[src/iabd_defines.vh]
// How it works
// - Own-address bits 15..8 read zero; writes to them are dropped
// - Own-address bit 0 is read-only and reads zero
// - Own-address bits 7..1 hold the slave address compared on the bus
// - Seven-bit field is the full 7-bit address or low bits of 10-bit
// - Factor code: 00 gives 1, 01 gives 2, 10 gives 4, 11 reserved
// - Six-bit rate index selects SCL divider and three hold values
// - Bit rate is bus clock over factor times SCL divider
// - SDA changes factor times SDA hold clocks after SCL falls
// - START: SCL falls factor times start hold clocks after SDA falls
// - STOP: SDA rises factor times stop hold clocks after SCL rises
`ifndef IABD_DEFINES_VH
`define IABD_DEFINES_VH
`define IABD_OFS_ADDR 32'h0000_0000
`define IABD_OFS_DIV 32'h0000_0004
`define IABD_OFS_STAT 32'h0000_0008
`define IABD_ADDR_RST 7'h00
`define IABD_DIV_RST 8'h00
`define IABD_ADDR_MSB 7
`define IABD_ADDR_LSB 1
`define IABD_CODE_MSB 7
`define IABD_CODE_LSB 6
`define IABD_IDX_MSB 5
`define IABD_IDX_LSB 0
`define IABD_CODE_X1 2'h0
`define IABD_CODE_X2 2'h1
`define IABD_CODE_X4 2'h2
`endif

[src/iabd_top.v]
// The APB interface to the registers was decided locally.
`include "iabd_defines.vh"
module iabd_top #(
   parameter CW = 16
)(
   input wire CORE_CLK,
   input wire RESET,
   input wire PSEL,
   input wire PENABLE,
   input wire PWRITE,
   input wire [31:0] PADDR,
   input wire [31:0] PWDATA,
   output wire PREADY,
   output wire PSLVERR,
   output reg [31:0] PRDATA,
   input wire START_REQ,
   input wire STOP_REQ,
   input wire SDA_NEXT,
   input wire SDA_CHANGE_REQ,
   output reg SCL_TICK,
   output reg SCL_LEVEL,
   output reg SDA_STEP,
   output reg START_SCL_FALL,
   output reg STOP_SDA_RISE,
   output wire [6:0] OWN_ADDR7,
   output wire [2:0] RATE_FACTOR,
   output wire [CW-1:0] SCL_DIVIDER
);
   reg [6:0] own_addr_q;
   reg [7:0] div_q;
   wire [1:0] rate_factor_code;
   wire [5:0] clock_rate_index;
   reg [2:0] mul;
   reg [CW-1:0] scl_div, sda_hold, start_hold, stop_hold;
   reg [CW-1:0] half_q, half_d;
   reg [CW+2:0] hcnt_q, scnt_q, pcnt_q, tcnt_q;
   wire [CW+2:0] period;
   // Sized unit step so counter arithmetic keeps its own width
   wire [CW+2:0] one_w = {{(CW+2){1'b0}}, 1'b1};
   wire wr, rd;
   assign wr = PSEL & PENABLE & PWRITE;
   assign rd = PSEL & ~PWRITE;
   assign PREADY = 1'b1;
   assign PSLVERR = 1'b0;
   assign rate_factor_code = div_q[`IABD_CODE_MSB:`IABD_CODE_LSB];
   assign clock_rate_index = div_q[`IABD_IDX_MSB:`IABD_IDX_LSB];
   assign OWN_ADDR7 = own_addr_q;
   assign RATE_FACTOR = mul;
   assign SCL_DIVIDER = scl_div;
   // Product of factor and divider: one SCL period in clocks
   assign period = {3'h0, scl_div} * {{CW{1'b0}}, mul};
   // Reserved factor code falls back to 1 so counts stay finite
   always @*
   begin
      case (rate_factor_code)
         `IABD_CODE_X1: mul = 3'h1;
         `IABD_CODE_X2: mul = 3'h2;
         `IABD_CODE_X4: mul = 3'h4;
         default: mul = 3'h1;
      endcase
   end
   // Constant table; entries follow the usual divider progression
   always @*
   begin
      sda_hold = {{(CW-6){1'b0}}, clock_rate_index}
         + {{(CW-1){1'b0}}, 1'b1};
      case (clock_rate_index[5:3])
         3'h0: scl_div = 16'd20 + {clock_rate_index[2:0], 1'b0};
         3'h1: scl_div = 16'd48 + {clock_rate_index[2:0], 3'h0};
         3'h2: scl_div = 16'd80 + {clock_rate_index[2:0], 4'h0};
         3'h3: scl_div = 16'd160 + {clock_rate_index[2:0], 5'h0};
         3'h4: scl_div = 16'd320 + {clock_rate_index[2:0], 6'h0};
         3'h5: scl_div = 16'd640 + {clock_rate_index[2:0], 7'h0};
         3'h6: scl_div = 16'd1280 + {clock_rate_index[2:0], 8'h0};
         default: scl_div = 16'd2560 + {clock_rate_index[2:0], 9'h0};
      endcase
      start_hold = (scl_div >> 1) - {{(CW-2){1'b0}}, 2'h3};
      stop_hold = (scl_div >> 1) + {{(CW-1){1'b0}}, 1'b1};
      half_d = scl_div >> 1;
   end
   always @(posedge CORE_CLK or posedge RESET)
   begin
      if (RESET)
      begin
         own_addr_q <= `IABD_ADDR_RST;
         div_q <= `IABD_DIV_RST;
      end
      else if (wr)
      begin
         if (PADDR == `IABD_OFS_ADDR)
            own_addr_q <= PWDATA[`IABD_ADDR_MSB:`IABD_ADDR_LSB];
         if (PADDR == `IABD_OFS_DIV)
            div_q <= PWDATA[7:0];
      end
   end
   always @*
   begin
      PRDATA = 32'h0;
      if (rd && PADDR == `IABD_OFS_ADDR)
         PRDATA = {24'h0, own_addr_q, 1'b0};
      else if (rd && PADDR == `IABD_OFS_DIV)
         PRDATA = {24'h0, div_q};
      else if (rd && PADDR == `IABD_OFS_STAT)
         PRDATA = {31'h0, SCL_LEVEL};
   end
   // Timers: SCL toggles every half period; holds counted in bus clocks
   always @(posedge CORE_CLK or posedge RESET)
   begin
      if (RESET)
      begin
         hcnt_q <= 0; scnt_q <= 0; pcnt_q <= 0; tcnt_q <= 0;
         half_q <= 0;
         SCL_TICK <= 1'b0; SCL_LEVEL <= 1'b1; SDA_STEP <= 1'b0;
         START_SCL_FALL <= 1'b0; STOP_SDA_RISE <= 1'b0;
      end
      else
      begin
         half_q <= half_d;
         SCL_TICK <= 1'b0;
         SDA_STEP <= 1'b0;
         START_SCL_FALL <= 1'b0;
         STOP_SDA_RISE <= 1'b0;
         if (hcnt_q + one_w >= (period >> 1))
         begin
            hcnt_q <= 0;
            SCL_TICK <= 1'b1;
            SCL_LEVEL <= ~SCL_LEVEL;
            if (SCL_LEVEL && SDA_CHANGE_REQ)
               scnt_q <= {3'h0, sda_hold} * mul;
         end
         else
            hcnt_q <= hcnt_q + one_w;
         if (scnt_q != 0)
         begin
            scnt_q <= scnt_q - one_w;
            if (scnt_q == 1)
               SDA_STEP <= 1'b1;
         end
         if (START_REQ && pcnt_q == 0)
            pcnt_q <= {3'h0, start_hold} * mul;
         else if (pcnt_q != 0)
         begin
            pcnt_q <= pcnt_q - one_w;
            if (pcnt_q == 1)
               START_SCL_FALL <= 1'b1;
         end
         if (STOP_REQ && tcnt_q == 0)
            tcnt_q <= {3'h0, stop_hold} * mul;
         else if (tcnt_q != 0)
         begin
            tcnt_q <= tcnt_q - one_w;
            if (tcnt_q == 1)
               STOP_SDA_RISE <= 1'b1;
         end
      end
   end
endmodule // iabd_top

[config.mk]
export PLATFORM = sky130hd
export DESIGN_NAME = iabd_top
export DESIGN_NICKNAME = d
export VERILOG_FILES = /design/src/iabd_top.v
export VERILOG_INCLUDE_DIRS = /design/src
export SDC_FILE = /design/constraint.sdc
export NUM_CORES = 1
export LEC_CHECK = 0
export BUFFER_PORTS_ARGS = -buffer_cell sky130_fd_sc_hd__buf_2
export CAP_MARGIN = 20
export CORE_MARGIN = 2
export CORE_UTILIZATION = 45
export DETAILED_ROUTE_END_ITERATION = 6
export HOLD_SLACK_MARGIN = 0.1
export PLACE_DENSITY = 0.73
export SYNTH_ARGS = -nofsm -noshare
export SYNTH_HDL_FRONTEND = slang
export SYNTH_SLANG_ARGS = --single-unit
[constraint.sdc]
create_clock -name CORE_CLK -period 15.2 [get_ports CORE_CLK]
set_input_delay 0.76 -clock CORE_CLK [delete_from_list [all_inputs] [get_ports CORE_CLK]]
set_output_delay 0.76 -clock CORE_CLK [all_outputs]
set_load 0.05 [all_outputs]
==> metrics.cfg, run 1 <==
[run_status]
status = finished, final reports clean

[synth]
yosys.cell_types.count = 79
synth.top_cells.by_area = dfrtp_1 (24%), ha_1 (11%), fa_1 (8.9%)
most_instantiated_library_cell_after_synthesis = nand2_1
synthFlopType = dfrtp_1
synthArstFlopShare_pct = 100.0
yosys.area.top_type = dfrtp_1
synth_top_cell_area_share_pct = 24.04
post_synth_most_frequent_cells = nand2_1 (161), inv_1 (124), dfrtp_1 (95)
netlist_instances = 1177
syn_area_um2 = 9887
mapped_avg_cell_area_um2 = 8.400
synth-seq-cells = 96
synthesis.yosys.warnings = 0
yosysSeqAreaShare_pct = 24.31
synth-edff-count = 0

[die]
die_area_um2 = 23170
die_x_um = 152.2
placement_rows = 54
start_util_pct = 45.59
dieHeight_um = 152.2
fp.coreArea_um2 = 21690
ioPinCount = 138

[sta]
post-route-period-util_pct = 45.45
finalMaxSlewViolations = 0
tns_ns = 0
worst_margin_pin_slew_ns = 1.055
grt_setup_unrepaired = false
period_needed_ns = 6.909
finalSetupViolCount = 0
final.setup_skew_ns = 0.008010
worst_slew_margin_rel_pct = 29.28
max_freq_ghz = 0.1447
hold_violations = 0
layout_setup_ws_ns = 8.291
worst_hold_slack_ns = 0.4481

[pwr]
ir_drop_v = 0.00004866
p_per_area_nw_per_um2 = 53.97
total_leakage_power_nw = 5.334

[routing]
drc = 0
detail_routed_net_length_per_standard_cell_um = 14.15
vias_cell = 5.429
dr.pass1.iters = 7
detail-route-antenna-nets = 0
detailroute.via_count = 8296
drt_wl_total_um = 21620
drt_first_iter_violations = 381

[cts]
tritoncts = yes
cts.hold.buffers_added = 0
cts_root_buf = clkbuf_16
clock_sinks = 96
insertion_delay_ns = 0.36
total_clock_buffers_created_by_cts = 9
ctsHtreeMaxLevel = 3
worst_setup_hold_path_clk_slew_ns = 0.07
ctsResizeCount = 0
post-cts-setup-buffer-count = 0
cts_max_path_buffers = 2

[final_layout]
fin_nets = 1444
layout-drive-gt1-share_pct = 12.02
syn2layout_area_growth_pct = 8.390
insertedDiodeCount = 0

[critical_path]
worstSetupStartpointType = flip-flop
critical_path_required_ns = 15.45
timing.critical_path.slowest_stage_cell = a311oi_1
arrival_time_of_data_at_the_critical_path_endpoint_ns = 7.16
critical_path.cell_chain = clkinv_1 -> a311oi_1 -> and2_1 -> fa_1 -> fa_1 -> a21o_1 -> a21o_1 -> a21oi_1 -> o21ai_0 -> and4_1 -> a2111oi_0 -> xor2_1 -> ha_1 -> nand3_1 -> nor4_1 -> a221oi_1 -> nand4_1 -> a32o_1
setup.worst_path.class = flip-flop to flip-flop
crit_path_max_incr_delay_ns = 0.80
critical_path_peak_fanout = 18
crit_path_end_kind = flip-flop

[grt]
number_of_antenna_violations_at_the_first_check_in_global_routing = 0
track_usage_pct = 19.04
grt_pass1_wl_um = 37500
globalRouteOverflowTotal = 0
via_count_of_the_first_global_routing_pass = 8151
grt_start_max_net_pins = 52

[hold_path]
hold_path_class = input pin to asynchronous set/reset pin

[place]
sum_of_net_half_perimeters_after_detailed_placement_um = 16930
buffer_ports.inserted = 82
pre_cts_ws_ns = 8.308
gp_congestion = 0.8665

[job]
count_of_maximum_capacitance_violations = 0

critical path: cells and delay by family, from the launching register on:
kind,cells,cell delay [ns]
AOI/OAI and AO/OA,8,2.82
xor gates and xnor gates,1,0.24
adders and majority gates,3,1.20
buffers and inverters,1,0.45
DFF,1,0.76
and+or+nand+nor,5,1.31
logic make-up (layout without fill, tap and decap cells):
family	after synthesis	after routing	share of synthesized area, %
other	2	37	0.07596
AND/OR/NAND/NOR	435	435	22.11
XOR/XNOR	97	97	8.783
buffers and inverters	194	230	8.833
adder cells (fa/ha/maj)	128	128	19.54
flip-flops	96	96	24.31
multiplexers	26	26	2.860
AO/OA/AOI/OAI	199	199	13.49
power by group:
part | switching, mW | internal (mW) | leakage [nW] | total [mW]
combinational | 0.0492 | 0.0220 | 4.01 | 0.0711
clock | 0.107 | 0.118 | 0.140 | 0.224
sequential | 0.0142 | 0.269 | 1.18 | 0.283
through the flow:
| stage | power (mW) | instance area [um^2] | utilization [%] | cells |
|---|---|---|---|---|
| 2_1_floorplan | 0.3448 | 10020 | - | 1212 |
| 3_5_place_dp | 0.3593 | 10420 | 48.06 | 1511 |
| 3_3_place_gp | 0.3569 | 10420 | 48.06 | 1511 |
| 5_1_grt | 0.6077 | 10720 | 49.41 | 1528 |
| 6_report | 0.5784 | 10720 | 49.41 | 1528 |
| 4_1_cts | 0.5865 | 10710 | 49.38 | 1527 |
path summary, 6_finish.rpt:
| check | endpoint | cells past startpoint | start | slack [ns] |
|---|---|---|---|---|
| worst max-delay path | scnt_q[8]$_DFFE_PP0P_ | 18 | div_q[3]$_DFFE_PP0P_ | 8.29 |
| worst max register to register | scnt_q[8]$_DFFE_PP0P_ | 18 | div_q[3]$_DFFE_PP0P_ | 8.29 |
| worst min-delay path | SDA_STEP$_DFF_PP0_ | 2 | RESET | 0.45 |
| max in group asynchronous | pcnt_q[2]$_DFFE_PP0P_ | 3 | RESET | 13.67 |
| min in group CORE_CLK | scnt_q[15]$_DFFE_PP0P_ | 1 | scnt_q[15]$_DFFE_PP0P_ | 0.48 |
| worst min register to register | scnt_q[15]$_DFFE_PP0P_ | 1 | scnt_q[15]$_DFFE_PP0P_ | 0.48 |
metal layers:
layer  track usage, %  part of all wire, %
met1            24.93                   45
met2            32.50                   48
met3            3.072                  4.9
met4            5.741                  1.9
met5                0                    0
placed cells by master (no fill, tap or decap), drive strengths merged, types with 37 or more instances in the layout:
master and instances:
nand2 161, inv 128, dfrtp 95, buf 89
ha 84, nor2 59, xnor2 56, a21oi 53
fa 44, xor2 41, o21ai 38, nor3 38
conb 37
cell type report:
type                       count  area [um^2]
tap                          280        350.3
inverter                     125        471.7
sequential                    96         2404
clock buffer                  10        239.0
timing repair buffer          89        462.9
fill                        2058        10970
multi-input combinational    922         6741
clock inverter                 6        47.55
flip-flops by register name, indices dropped and copies added (netlist names):
name and count:
scnt_q 19, OWN_ADDR7 7, START_SCL_FALL 1, div_q 8, tcnt_q 19, SCL_LEVEL 1, hcnt_q 19, SCL_TICK 1
pcnt_q 19, STOP_SDA_RISE 1, SDA_STEP 1
Power figures use the tool's default switching activity.
==> run 2, diff against run 1 <==
--- a/config.mk
+++ b/config.mk
@@ -12,7 +12,7 @@
 export CORE_UTILIZATION = 45
 export DETAILED_ROUTE_END_ITERATION = 6
 export HOLD_SLACK_MARGIN = 0.1
-export PLACE_DENSITY = 0.73
+export PLACE_DENSITY = 0.76
 export SYNTH_ARGS = -nofsm -noshare
 export SYNTH_HDL_FRONTEND = slang
 export SYNTH_SLANG_ARGS = --single-unit
==> constraint.sdc (replaced) <==
create_clock -name CORE_CLK -period 5.6 [get_ports CORE_CLK]
set_input_delay 0.28 -clock CORE_CLK [delete_from_list [all_inputs] [get_ports CORE_CLK]]
set_output_delay 0.28 -clock CORE_CLK [all_outputs]
set_load 0.05 [all_outputs]
==> run 2 against run 1 <==
- sequential power grew to 2.7 times the previous value
- maximum frequency is 30% higher
- core utilization is 1.7 points higher
- first-iteration DRC count is 31% higher
- clock-buffer cell count is 1 higher
- largest cell class unchanged
- register-to-register slack worse by 8.0 ns
- non-clock buffer count is 30 higher
- flip-flop and latch count stayed put
- clock power grew to 2.9 times the previous value
- final area is 3.4% higher
==> metrics.cfg, run 2 (synthesized netlist as in run 1, its figures left out) <==
[run_status]
status = finished, final reports clean

[pwr]
ir_drop_v = 0.0001700
p_per_area_nw_per_um2 = 144.9
total_leakage_power_nw = 5.537

[critical_path]
critical_path_required_ns = 5.83
crit_path_end_kind = flip-flop
critical_path.reg2reg.startpoint = div_q[1]$_DFFE_PP0P_
arrival_time_of_data_at_the_critical_path_endpoint_ns = 5.54
critical_path_peak_fanout = 6
worstSetupStartpointType = flip-flop
timing.critical_path.from = div_q[1]$_DFFE_PP0P_
setup.worst_path.class = flip-flop to flip-flop
worst_r2r_path_depth = 22

[grt]
grt_start_max_net_pins = 50
globalRouteOverflowTotal = 0
grt_pass1_wl_um = 37760
track_usage_pct = 19.26
number_of_antenna_violations_at_the_first_check_in_global_routing = 0
via_count_of_the_first_global_routing_pass = 8020

[sta]
worst_margin_pin_slew_ns = 0.7251
worst_slew_margin_rel_pct = 51.48
final.setup_skew_ns = 0.01040
finalMaxSlewViolations = 0
worst_hold_slack_ns = 0.1654
hold_violations = 0
finalSetupViolCount = 0
period_needed_ns = 5.313
grt_setup_unrepaired = false
post-route-period-util_pct = 94.87
tns_ns = 0
max_freq_ghz = 0.1882

[final_layout]
insertedDiodeCount = 0
layoutNonFillerInstCount = 1558
finish.utilization_pct = 51.08
multi_input_area_um2 = 6859
final-seq-area_um2 = 2405
fin_nets = 1474
final_common_cell = nand2_1
layout-drive-gt1-share_pct = 15.02
syn2layout_area_growth_pct = 12.05
layout_common_cells = nand2_1 (161), inv_1 (122), dfrtp_1 (94)
num-fill-cells = 1994

[cts]
cts_root_buf = clkbuf_16
ctsHtreeMaxLevel = 3
tritoncts = yes
total_clock_buffers_created_by_cts = 9
worst_setup_hold_path_clk_slew_ns = 0.07
cts_max_path_buffers = 2
insertion_delay_ns = 0.36
clock_sinks = 96

[die]
dieHeight_um = 152.2
ioPinCount = 138
fp.coreArea_um2 = 21690
start_util_pct = 45.59
die_area_um2 = 23170
die_x_um = 152.2
placement_rows = 54

[place]
gp_congestion = 0.9151
placed_cells_incl_taps = 1536
sum_of_net_half_perimeters_after_detailed_placement_um = 17300
buffer_ports.inserted = 82

[routing]
vias_cell = 5.409
detailroute.via_count = 8428
drt_wl_total_um = 22270
detail-route-antenna-nets = 0
dr.pass1.iters = 5
drc = 0
detail_routed_net_length_per_standard_cell_um = 14.29
drt_first_iter_violations = 500

[hold_path]
hold_path_class = input pin to flip-flop
hold_path_depth = 2
hold_path_startpoint = PWDATA[7]

[job]
count_of_maximum_capacitance_violations = 0

[run 2: cell count changes in the layout (fill, tap and decap cells not counted), moves of 2 or more]
cell / change
buf_4: +28
clkinv_4: +2
nor4_1: -2
clkbuf_1: +2
inv_6: -2
o21ai_1: +2
o21ai_0: -2
o41ai_1: -2
[run 2: final cells by class]
type / instances / share of cell area (%)
multi-input combinational: 922 / 61.92
sequential: 96 / 21.71
timing repair buffer: 119 / 6.268
inverter: 125 / 4.258
tap: 280 / 3.162
clock buffer: 11 / 2.101
clock inverter: 5 / 0.5873
[run 2: what timing repair did]
item | CTS | global route
hold endpoints to repair | 47 | 0
setup buffers | 0 | 4
hold buffers | 1 | 0
resized for setup | 0 | 9
setup endpoints to repair | 0 | 26
[run 2: metrics by stage]
step                area [um^2]  setup slack [ns]  total power [mW]
floorplan                 10090           0.05376            0.9361
global placement          10690            0.3102            0.9708
detailed placement        10690            0.2099            0.9762
CTS                       10990            0.1086             1.620
global route              11080           0.01328             1.671
finish                    11080            0.2870             1.605
[run 2: path summary, 6_finish.rpt]
kind                       slack (ns)                  endpoint
min in group asynchronous        0.55    scnt_q[15]$_DFFE_PP0P_
min reg2reg                      0.47    scnt_q[15]$_DFFE_PP0P_
max reg2reg                      0.29     scnt_q[0]$_DFFE_PP0P_
max                              0.29     scnt_q[0]$_DFFE_PP0P_
max in group asynchronous        3.98     pcnt_q[2]$_DFFE_PP0P_
min                              0.17  OWN_ADDR7[6]$_DFFE_PP0P_
[run 2: routing by layer]
| layer | vias up | GRT usage, % | part of all wire, % |
|---|---|---|---|
| met3 | 22 | 3.441 | 4.6 |
| met1 | 4075 | 25.81 | 46 |
| met2 | 196 | 32.35 | 48 |
| li1 | 4135 | - | - |
| met4 | 0 | 4.895 | 1.2 |
| met5 | - | 0 | 0 |
[run 2: report_power, final]
part | leakage, nW | switching (mW) | internal (mW) | total (mW)
clock network | 0.145 | 0.290 | 0.352 | 0.641
logic | 4.21 | 0.133 | 0.0650 | 0.198
registers | 1.18 | 0.0362 | 0.730 | 0.766
total | 5.54 | 0.459 | 1.15 | 1.61
[run 2: critical path, stage by stage (launching register included)]
cell and delay (ns):
dfrtp_2 0.43, inv_2 0.07, ha_1 0.29, nand2_1 0.10, a211oi_4 0.35, buf_4 0.17, nand2_1 0.07, fa_1 0.54
inv_1 0.05, ha_1 0.33, nor2b_1 0.16, o21a_1 0.21, o41ai_4 0.25, o21ai_1 0.16, o41ai_2 0.37, xor2_1 0.18
ha_1 0.26, nand3_1 0.12, nor4_2 0.07, a221oi_2 0.32, a41o_2 0.32, mux2i_1 0.24, mux2i_1 0.11
